<file path="src/shared/bto_params.svh">
`ifndef BTO_PARAMS_SVH
`define BTO_PARAMS_SVH

// ----------------------------------------------------------------
// Register byte addresses
// ----------------------------------------------------------------
`define BTO_ADDR_CTRL        8'h00
`define BTO_ADDR_DATA        8'h04
`define BTO_ADDR_STATUS      8'h08

// ----------------------------------------------------------------
// Control register fields and reset value
// ----------------------------------------------------------------
`define BTO_CTRL_ADDRESSED_TALK_MODE 0
`define BTO_CTRL_ADDR_LSB    1
`define BTO_CTRL_GATE        5
`define BTO_CTRL_SEQ_LSB     8
`define BTO_CTRL_RESET       16'h0021

// ----------------------------------------------------------------
// Status register fields
// ----------------------------------------------------------------
`define BTO_ST_TALK_EN       0
`define BTO_ST_REQUEST_N     1
`define BTO_ST_DRIVERS       2
`define BTO_ST_LISTENER_RDY  3
`define BTO_ST_ACCEPTED      4
`define BTO_ST_BYTE_READY    5
`define BTO_ST_TALK_FF       6

// ----------------------------------------------------------------
// Timing
// ----------------------------------------------------------------
`define BTO_CLK_PERIOD_NS    100
`define BTO_DAV_DELAY_NS     500
`define BTO_PULSE_NS         500
`define BTO_DAV_DELAY_CYC    ((`BTO_DAV_DELAY_NS + `BTO_CLK_PERIOD_NS - 1) / `BTO_CLK_PERIOD_NS)
`define BTO_PULSE_CYC        (`BTO_PULSE_NS / `BTO_CLK_PERIOD_NS)

`endif

</file>
<file path="src/shared/bto_pkg.sv">
`default_nettype none

package bto_pkg;

    // Bus lines as seen at the pins, in wire-level sense.
    typedef struct packed {
        logic       ifc;
        logic       atn;
        logic       dav;
        logic       nrfd;
        logic       ndac;
        logic       connected;
        logic [7:0] dio;
    } bto_bus_in_t;

    typedef struct packed {
        logic [7:0] dio;
        logic       dio_oe;
        logic       dav;
        logic       dav_oe;
    } bto_bus_out_t;

    typedef enum logic [1:0] {
        HS_IDLE,
        HS_WAIT_RFD,
        HS_VALID
    } bto_hs_state_t;

endpackage

`default_nettype wire

</file>
<file path="src/core/bto_talker.sv">
`include "bto_params.svh"
`default_nettype none

module bto_talker (
    input  wire logic                  aclk,     // System clock, 10 MHz.
    input  wire logic                  aresetn,  // Synchronous reset, active low.
    input  wire logic                  awvalid,  // Write address valid.
    output logic                       awready,  // Write address ready.
    input  wire logic [7:0]            awaddr,   // Write byte address.
    input  wire logic [2:0]            awprot,   // Write protection, unused.
    input  wire logic                  wvalid,   // Write data valid.
    output logic                       wready,   // Write data ready.
    input  wire logic [31:0]           wdata,    // Write data.
    input  wire logic [3:0]            wstrb,    // Write byte strobes.
    output var  logic                  bvalid,   // Write response valid.
    input  wire logic                  bready,   // Write response ready.
    output var  logic [1:0]            bresp,    // Write response.
    input  wire logic                  arvalid,  // Read address valid.
    output logic                       arready,  // Read address ready.
    input  wire logic [7:0]            araddr,   // Read byte address.
    input  wire logic [2:0]            arprot,   // Read protection, unused.
    output var  logic                  rvalid,   // Read data valid.
    input  wire logic                  rready,   // Read data ready.
    output var  logic [31:0]           rdata,    // Read data.
    output var  logic [1:0]            rresp,    // Read response.
    input  wire bto_pkg::bto_bus_in_t  bus_in,   // Bus lines from the pins.
    output bto_pkg::bto_bus_out_t      bus_out   // Bus lines to the pins.
);

    localparam int DLY_CYC = `BTO_DAV_DELAY_CYC;
    localparam int PLS_CYC = `BTO_PULSE_CYC;

    // ----------------------------------------------------------------
    // Pin synchronisers
    // ----------------------------------------------------------------
    bto_pkg::bto_bus_in_t bus_s;
    logic [$bits(bto_pkg::bto_bus_in_t)-1:0] bus_q;

    bto_sync2 #(.W($bits(bto_pkg::bto_bus_in_t))) u_sync (
        .aclk    (aclk),
        .aresetn (aresetn),
        .d       (bus_in),
        .q       (bus_q)
    );

    assign bus_s = bto_pkg::bto_bus_in_t'(bus_q);

    wire ifc_s  = bus_s.ifc;
    wire atn_s  = bus_s.atn;
    wire dav_s  = bus_s.dav;
    wire nrfd_s = bus_s.nrfd;
    wire ndac_s = bus_s.ndac;
    wire disc   = !bus_s.connected;

    // ----------------------------------------------------------------
    // Registers and AXI4-Lite decode
    // ----------------------------------------------------------------
    logic [15:0] ctrl;
    logic [3:0]  meas_code;
    logic        byte_ready;
    logic        accepted;
    logic        talk_ff;
    logic        dav_prev;
    logic [7:0]  dio_q;
    bto_pkg::bto_hs_state_t state;
    bto_pkg::bto_hs_state_t next_state;

    wire wr_take = awvalid && wvalid && !bvalid;
    wire rd_take = arvalid && !rvalid;

    assign awready = wr_take;
    assign wready  = wr_take;
    assign arready = !rvalid;

    wire wr_ctrl = wr_take && (awaddr == `BTO_ADDR_CTRL);
    wire wr_data = wr_take && (awaddr == `BTO_ADDR_DATA);
    wire wr_stat = wr_take && (awaddr == `BTO_ADDR_STATUS);
    wire wr_ok   = wr_ctrl || wr_data || wr_stat;

    wire rd_ctrl = araddr == `BTO_ADDR_CTRL;
    wire rd_data = araddr == `BTO_ADDR_DATA;
    wire rd_stat = araddr == `BTO_ADDR_STATUS;
    wire rd_ok   = rd_ctrl || rd_data || rd_stat;

    wire        addressed_talk_mode = ctrl[`BTO_CTRL_ADDRESSED_TALK_MODE];
    wire [3:0]  my_address  = ctrl[`BTO_CTRL_ADDR_LSB +: 4];
    wire        gate        = ctrl[`BTO_CTRL_GATE];
    wire [3:0]  seq_code    = ctrl[`BTO_CTRL_SEQ_LSB +: 4];

    wire [15:0] ctrl_wmask = {{8{wstrb[1]}}, {8{wstrb[0]}}};
    wire [15:0] next_ctrl  = (ctrl & ~ctrl_wmask) | (wdata[15:0] & ctrl_wmask);

    // ----------------------------------------------------------------
    // Talk addressing
    // ----------------------------------------------------------------
    wire dav_fall  = dav_prev && !dav_s;
    wire addr_match = (bus_s.dio[3:0] == my_address);
    logic dly_expire;
    logic pulse;

    // The address code needs time to settle before it is gated.
    bto_timer #(.N(DLY_CYC)) u_dav_delay (
        .aclk    (aclk),
        .aresetn (aresetn),
        .start   (dav_fall),
        .abort   (dav_s),
        .active  (),
        .expire  (dly_expire)
    );

    bto_timer #(.N(PLS_CYC)) u_pulse (
        .aclk    (aclk),
        .aresetn (aresetn),
        .start   (dly_expire),
        .abort   (1'b0),
        .active  (pulse),
        .expire  ()
    );

    wire talk_set = pulse && !atn_s && addr_match;

    // Talk-always mode ignores the flip-flop; IFC still silences drivers.
    wire talk_enable = !addressed_talk_mode || talk_ff;
    wire request_n   = !talk_enable;
    wire drivers_en  = talk_enable && atn_s && !ifc_s;

    // ----------------------------------------------------------------
    // Code conversion
    // ----------------------------------------------------------------
    wire       rom_sel = seq_code[3];
    wire [1:0] rom_en  = rom_sel ? 2'h2 : 2'h1;

    function automatic logic [6:0] rom_numeric(input logic [3:0] c);
        logic [6:0] r;
        r = 7'h20;
        if (c <= 4'h9)
            r = {3'h3, c};
        else if (c == 4'hA)
            r = 7'h2E;
        else if (c == 4'hB)
            r = 7'h2D;
        else if (c == 4'hC)
            r = 7'h2B;
        else if (c == 4'hD)
            r = 7'h45;
        return r;
    endfunction

    function automatic logic [6:0] rom_control(input logic [3:0] c);
        logic [6:0] r;
        r = 7'h20;
        if (c == 4'h0)
            r = 7'h0D;
        else if (c == 4'h1)
            r = 7'h0A;
        else if (c == 4'h2)
            r = 7'h2C;
        return r;
    endfunction

    wire [6:0] rom_a = rom_numeric(wdata[3:0]);
    wire [6:0] rom_b = rom_control(wdata[3:0]);
    wire [2:0] upper = rom_en[1] ? rom_b[6:4] : rom_a[6:4];
    wire [3:0] lower = rom_sel ? rom_b[3:0] : rom_a[3:0];
    wire [7:0] next_dio = {1'b0, upper, lower};

    // ----------------------------------------------------------------
    // Three-wire handshake
    // ----------------------------------------------------------------
    wire dav_low  = (state == bto_pkg::HS_VALID) && byte_ready && !gate;
    wire accept   = dav_low && ndac_s;
    wire load_ok  = wr_data && !byte_ready;
    wire lrg      = (state == bto_pkg::HS_VALID) || disc;
    wire acc_view = accepted || disc;

    always_comb
    begin
        next_state = state;
        case (state)
            bto_pkg::HS_IDLE:
                if (byte_ready && drivers_en)
                    next_state = bto_pkg::HS_WAIT_RFD;
            bto_pkg::HS_WAIT_RFD:
                if (!drivers_en)
                    next_state = bto_pkg::HS_IDLE;
                else if (nrfd_s)
                    next_state = bto_pkg::HS_VALID;
            bto_pkg::HS_VALID:
                if (accept || !drivers_en)
                    next_state = bto_pkg::HS_IDLE;
            default:
                next_state = bto_pkg::HS_IDLE;
        endcase
    end

    always_ff @(posedge aclk)
    begin
        if (!aresetn)
        begin
            state      <= bto_pkg::HS_IDLE;
            byte_ready <= 1'b0;
            accepted   <= 1'b0;
            talk_ff    <= 1'b0;
            dav_prev   <= 1'b0;
        end
        else
        begin
            state    <= next_state;
            dav_prev <= dav_s;
            if (accept)
                byte_ready <= 1'b0;
            else if (load_ok)
                byte_ready <= 1'b1;
            // Set wins over a software clear arriving in the same cycle.
            if (accept)
                accepted <= 1'b1;
            else if (wr_stat && wstrb[0] && wdata[`BTO_ST_ACCEPTED])
                accepted <= 1'b0;
            if (ifc_s)
                talk_ff <= 1'b0;
            else if (talk_set)
                talk_ff <= 1'b1;
        end
    end

    always_ff @(posedge aclk)
    begin
        if (!aresetn)
        begin
            ctrl      <= `BTO_CTRL_RESET;
            meas_code <= 4'h0;
            dio_q     <= 8'h00;
        end
        else
        begin
            if (wr_ctrl)
                ctrl <= next_ctrl;
            // A byte on the bus is never changed while it is pending.
            if (load_ok && wstrb[0])
            begin
                meas_code <= wdata[3:0];
                dio_q     <= next_dio;
            end
        end
    end

    // ----------------------------------------------------------------
    // Bus responses and pins
    // ----------------------------------------------------------------
    wire [31:0] status_word = {25'h0, talk_ff, byte_ready, acc_view, lrg,
                               drivers_en, request_n, talk_enable};
    wire [31:0] rd_word = rd_ctrl ? {16'h0, ctrl} :
                          rd_data ? {20'h0, seq_code, dio_q[3:0], meas_code} :
                          rd_stat ? status_word : 32'h0000_0000;

    always_ff @(posedge aclk)
    begin
        if (!aresetn)
        begin
            bvalid <= 1'b0;
            bresp  <= 2'h0;
            rvalid <= 1'b0;
            rdata  <= 32'h0000_0000;
            rresp  <= 2'h0;
        end
        else
        begin
            if (wr_take)
            begin
                bvalid <= 1'b1;
                bresp  <= wr_ok ? 2'h0 : 2'h2;
            end
            else if (bready)
                bvalid <= 1'b0;
            if (rd_take)
            begin
                rvalid <= 1'b1;
                rdata  <= rd_word;
                rresp  <= rd_ok ? 2'h0 : 2'h2;
            end
            else if (rready)
                rvalid <= 1'b0;
        end
    end

    assign bus_out.dio    = dio_q;
    assign bus_out.dio_oe = drivers_en;
    assign bus_out.dav    = !dav_low;
    assign bus_out.dav_oe = drivers_en;

    // ----------------------------------------------------------------
    // Assertions
    // ----------------------------------------------------------------
    AST_TALK_ALWAYS: assert property (@(posedge aclk) disable iff (!aresetn)
        !addressed_talk_mode |-> talk_enable && !request_n)
        else $error("Talk-always mode without talk enable.");

    AST_DRIVERS: assert property (@(posedge aclk) disable iff (!aresetn)
        bus_out.dio_oe |-> talk_enable && atn_s && !ifc_s)
        else $error("Drivers active without talk and ATN high.");

    AST_IFC_CLEAR: assert property (@(posedge aclk) disable iff (!aresetn)
        ifc_s |-> !bus_out.dio_oe ##1 !talk_ff)
        else $error("IFC did not clear talk state.");

    AST_DELAY_PULSE: assert property (@(posedge aclk) disable iff (!aresetn)
        $fell(dav_s) ##1 (!dav_s)[*5] |=> pulse)
        else $error("Delayed DAV pulse not started after 500 ns.");

    AST_PULSE_LEN: assert property (@(posedge aclk) disable iff (!aresetn)
        $rose(pulse) |-> pulse[*5] ##1 !pulse)
        else $error("Address pulse is not 500 ns long.");

    AST_TALK_SET: assert property (@(posedge aclk) disable iff (!aresetn)
        pulse && !atn_s && addr_match && !ifc_s |=> talk_ff)
        else $error("Talk flip-flop not set by matched pulse.");

    AST_DAV_VALID: assert property (@(posedge aclk) disable iff (!aresetn)
        !bus_out.dav |-> byte_ready && !gate && ($past(nrfd_s) || !$past(bus_out.dav)))
        else $error("DAV low without a ready byte.");

    AST_ACCEPT: assert property (@(posedge aclk) disable iff (!aresetn)
        !bus_out.dav && ndac_s |=> accepted && !byte_ready && bus_out.dav)
        else $error("NDAC high did not complete the byte.");

    AST_DISCONNECT: assert property (@(posedge aclk) disable iff (!aresetn)
        disc |-> status_word[`BTO_ST_LISTENER_RDY] && status_word[`BTO_ST_ACCEPTED])
        else $error("Disconnected bus did not force flags high.");

    AST_ONE_ROM: assert property (@(posedge aclk) disable iff (!aresetn)
        $onehot(rom_en) && (rom_en[1] == seq_code[3]))
        else $error("Conversion ROM enables not exclusive.");

    COV_ADDRESSED: cover property (@(posedge aclk) disable iff (!aresetn)
        $rose(talk_ff));
    COV_BYTE_DONE: cover property (@(posedge aclk) disable iff (!aresetn)
        accept);
    COV_TALK_ONLY_SEND: cover property (@(posedge aclk) disable iff (!aresetn)
        !addressed_talk_mode && accept);

endmodule

`default_nettype wire

</file>
<file path="src/core/bto_sync2.sv">
`default_nettype none

module bto_sync2 #(
    parameter int W = 1
) (
    input  wire logic         aclk,     // System clock.
    input  wire logic         aresetn,  // Synchronous reset, active low.
    input  wire logic [W-1:0] d,        // Asynchronous inputs.
    output var  logic [W-1:0] q         // Synchronised outputs.
);

    logic [W-1:0] meta;

    always_ff @(posedge aclk)
    begin
        if (!aresetn)
        begin
            meta <= '0;
            q    <= '0;
        end
        else
        begin
            meta <= d;
            q    <= meta;
        end
    end

endmodule

`default_nettype wire

</file>
<file path="src/core/bto_timer.sv">
`default_nettype none

module bto_timer #(
    parameter int N = 5
) (
    input  wire logic aclk,     // System clock.
    input  wire logic aresetn,  // Synchronous reset, active low.
    input  wire logic start,    // Load and run for N cycles.
    input  wire logic abort,    // Drop a running count.
    output var  logic active,   // High while counting.
    output logic      expire    // One cycle at the end of the count.
);

    localparam int CW = $clog2(N + 1);

    logic [CW-1:0] cnt;
    wire           last = (cnt == CW'(1));

    assign expire = active && last && !abort;

    always_ff @(posedge aclk)
    begin
        if (!aresetn)
        begin
            cnt    <= '0;
            active <= 1'b0;
        end
        else if (start)
        begin
            cnt    <= CW'(N);
            active <= 1'b1;
        end
        else if (active && (abort || last))
        begin
            active <= 1'b0;
        end
        else if (active)
        begin
            cnt <= cnt - CW'(1);
        end
    end

endmodule

`default_nettype wire

</file>
<file path="config.mk">
export PLATFORM = sky130hd
export DESIGN_NAME = bto_talker
export DESIGN_NICKNAME = d
export VERILOG_FILES = /design/src/shared/bto_pkg.sv /design/src/core/bto_talker.sv /design/src/core/bto_sync2.sv /design/src/core/bto_timer.sv
export VERILOG_INCLUDE_DIRS = /design/src /design/src/shared
export SDC_FILE = /design/constraint.sdc
export NUM_CORES = 1
export LEC_CHECK = 0
export ABC_AREA = 1
export BUFFER_PORTS_ARGS = -buffer_cell sky130_fd_sc_hd__buf_2
export CORE_ASPECT_RATIO = 1.2
export CORE_MARGIN = 5
export CORE_UTILIZATION = 26
export CTS_BUF_LIST = sky130_fd_sc_hd__clkbuf_4 sky130_fd_sc_hd__clkbuf_8
export DETAILED_ROUTE_END_ITERATION = 16
export GPL_TIMING_DRIVEN = 0
export SYNTH_ARGS = -nofsm -noshare
export SYNTH_HDL_FRONTEND = slang
export SYNTH_HIERARCHICAL = 1
export SYNTH_SLANG_ARGS = --single-unit
</file>
<file path="constraint.sdc">
create_clock -name aclk -period 1.8 [get_ports aclk]
set_clock_uncertainty 0.1 [all_clocks]
set_input_delay 0 -clock aclk [delete_from_list [all_inputs] [get_ports aclk]]
set_output_delay 0 -clock aclk [all_outputs]
set_load 0.05 [all_outputs]
</file>
==> results.md, run 1 <==
- The post-route netlist has 24.79% of its cells at a drive strength greater than 1.
- The tool flagged a number of max-cap violations equal to 0.
- The worst-case IR drop observed on VDD is 420.8 uV.
- The number of antenna violations at the first check in global routing came to 0.
- The worst min-delay path startpoint is wstrb[1].
- From bottom edge to top edge, the die measures 144.1 um.
- Headroom to the max-slew limit came out at 59.98%.
- The routed layout has 3648 vias.
- The count of final max-slew check failures is 0.
- The TritonCTS sink count is 81.
- The all-layer global routing usage is 11.97%.
- For this block, the initial DRC count from the detailed router was 207.
- The total area inside the core boundary comes to 14840 um2.
- The final critical path takes up 95.45% of the cycle.
- Subtracting the final worst setup slack from the clock period gives 1.718 ns.
- Data arrives at the worst endpoint at 1.88 ns.
- The number of cells in the finished layout apart from fillers is 910.
- The remaining number of nets flagged by the antenna check after routing is 0.
- The start of the worst register-to-register path is bvalid.
- The cell with the largest stage delay on the worst path is dlygate4sd3_1.
- The total power per unit cell area is 740.6 nW/um2.
- The worst hold path cell count is 4.
- TritonCTS built the clock tree.
- In this run the worst setup path begins at bvalid.
- The flow ran to the end, and the final reports show no timing, DRC or antenna violations.
- Setup repair after global routing left no endpoint under its margin.
- For this run, the detailed router's first-pass iteration total came to 4.
- For this run, the slowest stage of the critical path takes 0.57 ns.
- The number of clock buffers added by TritonCTS is 9.
- The hold violation count in the final report is 0.
- The DRC violation count after routing is 0.
- The I/O pin count is 131.
- The number of vias per cell is 4.009.
- The sum of routed wire length over all layers is 10040 um.
- In the layout the commonest cells are nand2_1 (103), buf_2 (88), inv_1 (81), dfxtp_1 (81), nor2_1 (59).
- The number of buffers between clock root and the deepest sink is 2.
- The count of input and output buffers is 83.
- The number of global-route vias before repair is 3478.
- The wire length per cell is 11.04 um.
- The area growth from synthesis to final layout is 36.13%.
- The clock-pin slew of the registers on the worst-case setup and hold paths is 0.08 ns.
- The wire-length estimate of the detail-placed layout is 7592 um.
- The min-delay analysis places its worst path in the category input port to register.
- After layout, the design draws a total of 0.003928 W.
- The total overflow left after global routing is 0.
- The antenna diode count is 0.
- Walking the worst path, the cells encountered are inv_2, nand3_2, nor2_8, inv_1, a211oi_1, dlygate4sd3_1, nor2_1.
- The analysis attributes to cell leakage a power of 2.625 nW.
- The endpoint class of the critical path is a register.
- The required time at the endpoint of the critical path is 1.96 ns.
- The register-to-register setup slack is 0.08 ns.
- The final-layout fill cell count is 1620.
- The worst setup slack after layout is 0.08186 ns.
- The type of element launching the critical path is a register.
- The floorplan row count is 49.
- At the pin with the least slew margin, the transition time is 0.6003 ns.
- The width of the die is 121.8 um.
- Once the clock tree was built, the setup fixing pass inserted 0 buffers.
- OpenSTA, run right after detailed placement, puts the worst setup slack at 0.2853 ns.
- After detailed placement, the design holds a cell count of 850.
- The largest net degree at the start of global routing is 15.
- The layout net count is 785.
- The area enclosed by the die boundary is 17540 um2.
- For this run, the number of Yosys warnings is 6.
- The mean instance size in the synthesized netlist is 7.162 um2.
- The worst register-to-register path ends at bresp[1].
- Static timing analysis puts the maximum clock frequency at 582.0 MHz.
- The total of endpoints with negative setup slack in the final report is 0.
- In the final timing run, aggregate negative setup slack is 0 ns.
- The depth of the most critical reg-to-reg path is 7.
- The first-pass GRT wire length is 16480 um.
- Clock latency on the worst-skew pair, taken at its later pin, is 0.37 ns.
- Leaving out fill and tap cells, the most frequent cell in the layout is nand2_1.
- The final weighted congestion of routability-driven global placement is 0.8137.
- The post-synthesis cell count is 544.
- The tree is rooted in a clkbuf_8.
- By startpoint and endpoint, the worst setup path is classified as register to register.
- The maximum net fanout on the critical path is 7.
- In this run the cell area of the synthesized design comes to 3896 um2.
- The H-tree depth reported by CTS is 3.
- Once the floorplan was initialized, standard cells occupied 26.26% of the core.
## layer usage
metal	vias up	GRT usage, %	wire length [um]
li1	1966	-	-
met2	85	20.93	4874
met5	-	0	0
met1	1586	14.01	4417
met4	0	4.602	151
met3	11	3.130	601
## worst max path at each step
| stage | to | slack (ns) | cells past startpoint |
|---|---|---|---|
| 6_report | bresp[1] | 0.08 | 7 |
| 5_1_grt | bresp[1] | 0.02 | 7 |
| 4_1_cts | bus_out[2] | 0.06 | 6 |
| 3_5_place_dp | register | 0.29 | 7 |
| 3_3_place_gp | register | 0.31 | 7 |
| 2_1_floorplan | rdata[4] | 0.05 | 6 |
## where the power goes
part | leakage [nW] | switching, W | internal [W] | total, W
clock network | 0.110 | 0.000697 | 0.000781 | 0.00148
logic | 1.86 | 0.000375 | 0.000218 | 0.000593
registers | 0.660 | 0.0000202 | 0.00184 | 0.00186
## final cells by class
cell class              instances  area, um2  share of cell area (%)
plain buffers                  38      276.5                   5.213
clock buffers                   9      123.9                   2.335
clock inverters                 6      91.34                   1.722
inverters                     100      405.4                   7.643
multi-input cells             344       1664                   31.38
flip-flops and latches         81       1622                   30.57
well taps                     204      255.2                   4.812
repair buffers                128      865.8                   16.32
## worst max-delay path: cells and delay by family, from the launching register on
| family | cells | cell delay [ns] |
|---|---|---|
| compound gates | 1 | 0.15 |
| buf+inv | 3 | 0.69 |
| flops | 1 | 0.33 |
| simple gates | 3 | 0.36 |
## timing repair
action	in CTS	in global routing
hold buffers	45	0
endpoints found under the hold margin	52	0
endpoints found under the setup margin	0	2
gates resized for setup	0	1
## stage by stage
stage / hold WS, ns / util, % / area, um2
3_3_place_gp: 0.08302 / 31.26 / 4638
6_report: 0.01297 / 35.75 / 5304
2_1_floorplan: -0.002369 / - / 3968
3_5_place_dp: 0.08433 / 31.26 / 4638
4_1_cts: 0.001264 / 35.75 / 5304
5_1_grt: 0.03697 / 35.75 / 5304
Power figures use the tool's default switching activity.
==> run 2: changes to the inputs <==
CORE_MARGIN = 3   (was 5)
GPL_TIMING_DRIVEN = default   (was 0)
SETUP_SLACK_MARGIN = 0.2   (was default)
==> run 2 against run 1 <==
Combinational power fell by 8.6%. Sequential power about the same. Maximum frequency increased by 13%. Worst setup slack gained 0.20 ns. Power decreased by 4.6%. Register-to-register slack better by 0.26 ns. Clock power is 9% lower. Final area is 5.4% lower. Via count shrank 3.1%. Worst hold slack better by 0.014 ns. Sequential cell count unchanged. Largest power group unchanged.
==> results.md, run 2 (synthesized netlist as in run 1, its figures left out) <==
- The flow ran to the end, and the final reports show no timing, DRC or antenna violations.
- The internal portion of total power is 0.002704 W.
- Dividing total power by cell area gives a power density of 746.2 nW/um2.
- The number of cells in the finished layout apart from fillers is 869.
- Traced cell by cell, the critical path runs through dlygate4sd3_1, buf_2, inv_2, nand2_2, nor3_2, buf_4, nand3_2, buf_4, o21ai_1, a21oi_2.
- The net switching fraction of the power is 27.82%.
- The number of detailed-routing iterations run before antenna repair is 4.
- The total number of vias is 3534.
- For this run, design rule violations remaining after detail routing come to 0.
- Prior to clock tree synthesis, the placed netlist has a worst setup slack of 0.2157 ns.
- The number of antenna violations at the first check in global routing is 0.
- The family with the most delay on the worst path is buffers and inverters.
- The worst hold slack after final layout is 0.02726 ns.
- Global routing used 11.78% of the available tracks.
- The antenna diode count is 0.
- Registers are responsible for 49.6% of the overall power.
- The initialized floorplan defines 48 standard-cell rows.
- For the worst setup path, the data arrival time is 1.67 ns.
- The layout net count is 747.
- The width of the die is 117.8 um.
- The final weighted congestion of routability-driven global placement is 0.8261.
- Setup repair after global routing could not meet its margin everywhere.
- The number of design-rule violations left by the first detailed-router iteration is 174.
- The number of global-route vias before repair came to 3311.
- The slowest stage of the critical path belongs to the cell dlygate4sd3_1.
- The total negative setup slack is 0 ns.
- The cell that appears most often on the critical path is buf_4.
- The TritonCTS sink count is 81.
- Combinational cells account for 14.5% of the total power.
- The worst setup path is launched from an input port.
- Across the run, the number of max-cap violations was 0.
- The net load switching power is 0.001042 W.
- The relative contribution of the clock network to total power is 36.0%.
- The number of buffers and inverters on the critical path is 5.
- The die is 140.1 um tall.
- In this run the tool buffered the top-level ports with 83 buffer cells.
- The die covers 16500 um2.
- The count of final max-slew check failures was 0.
- The hold violation count in the final report was 0.
- Setup violations remaining at the end of the flow were counted as 0.
- The top cell types in the final layout, fill and taps aside, are nand2_1 (102), buf_2 (82), inv_1 (80).
- In this run the clock root is driven by a clkbuf_8.
- The remaining number of nets flagged by the antenna check after routing is 0.
- The TritonCTS clock tree is done.
- The share of final-layout standard cells stronger than drive strength 1 is 23.17%.
- In this run the worst hold path is classified as input port to register.
- The utilization after layout is 34.54%.
- The H-tree depth reported by CTS is 3.
- The area growth from synthesis to final layout is 28.84%.
- Including well taps, the total number of placed cells is 815.
- Summed over all layers, the global routing overflow is 0.
- The clock buffer count from CTS is 9.
- The maximum operating frequency is 657.5 MHz.
- The post-route clock period utilization is 84.49%.
- STA classifies the critical path endpoint as a register.
- The final-layout fill cell count is 1552.
- The worst setup slack after layout is 0.2792 ns.
- Wires add up to 9414 um.
- After legalization and detailed placement, the total HPWL measured 6970 um.
- The maximum ir drop on the vdd rail is 537.3 uV.
- Entering global routing, the biggest net connects 26 pins.
- The first global-routing pass estimated 15700 um of wire.
- Clock latency on the worst-skew pair, taken at its later pin, is 0.35 ns.
- The most common cell after layout, fill and taps aside is nand2_1.
- The region available for standard cell placement spans 14530 um2.
- The leakage dissipation is 2.434 nW.
- On the worst path, the slowest cell contributes a delay of 0.53 ns.
- For this design the top-level I/O count stands at 131.
- The number of vias per cell is 4.067.
- Subtracting the final worst setup slack from the clock period gives 1.521 ns.
- The required time at the endpoint of the critical path is 1.95 ns.
- Along the worst path, the maximum fanout reaches 16.
- The number of buffers between clock root and the deepest sink is 2.
- By startpoint and endpoint, the worst setup path is classified as input port to register.
- Clock-pin slew was measured on the worst setup and hold paths at 0.08 ns.
- The effective utilization at floorplan is 26.81%.
- The wire length per cell is 10.83 um.
-- run 2: power groups by stage --
stage	clock, W	sequential [W]	combinational (W)
floorplan	0	0.00197	0.000313
detailed placement	0	0.00190	0.000479
finish	0.00135	0.00186	0.000542
global route	0.00147	0.00186	0.000597
CTS	0.00141	0.00186	0.000543
global placement	0	0.00190	0.000477
-- run 2: what timing repair did --
action	4_1_cts	5_1_grt
setup endpoints to repair	2	12
hold endpoints to repair	48	0
hold buffers	37	0
gates resized for setup	1	3
buffers inserted	0	1
-- run 2: tightest hold or removal path, delay by kind of cell --
kind | cells | cell delay, ns
simple gates | 5 | 0.36
buf+inv | 1 | 0.07
-- run 2: final cells by class --
class | instances | area [um2] | share of cell area [%]
Inverter | 100 | 410.4 | 8.175
Multi-Input combinational cell | 344 | 1674 | 33.35
Sequential cell | 81 | 1624 | 32.35
Clock inverter | 5 | 55.05 | 1.097
Tap cell | 200 | 250.2 | 4.985
Timing Repair Buffer | 128 | 860.8 | 17.15
Clock buffer | 11 | 145.1 | 2.891
-- run 2: stage by stage --
step | cell area [um2] | power, W
finish | 5020 | 0.003746
detailed placement | 4428 | 0.002378
CTS | 5000 | 0.003808
global route | 5020 | 0.003926
global placement | 4428 | 0.002376
floorplan | 3974 | 0.002281
-- run 2: final timing paths --
kind	from	endpoint	slack (ns)	depth (start not counted)
worst max-delay path	awaddr[1]	register	0.28	10
worst min-delay path	awaddr[4]	register	0.03	6
worst max register to register	bvalid	register	0.34	7
worst min register to register	u_sync/meta[12]	u_sync/q[12]	0.31	2
-- run 2: metal layers --
layer | wire, um | vias to the layer above | track usage (%)
li1 | - | 1888 | -
met1 | 4193 | 1552 | 13.80
met2 | 4629 | 88 | 20.93
met3 | 505 | 6 | 3.433
met4 | 86 | 0 | 3.333
met5 | 0 | - | 0
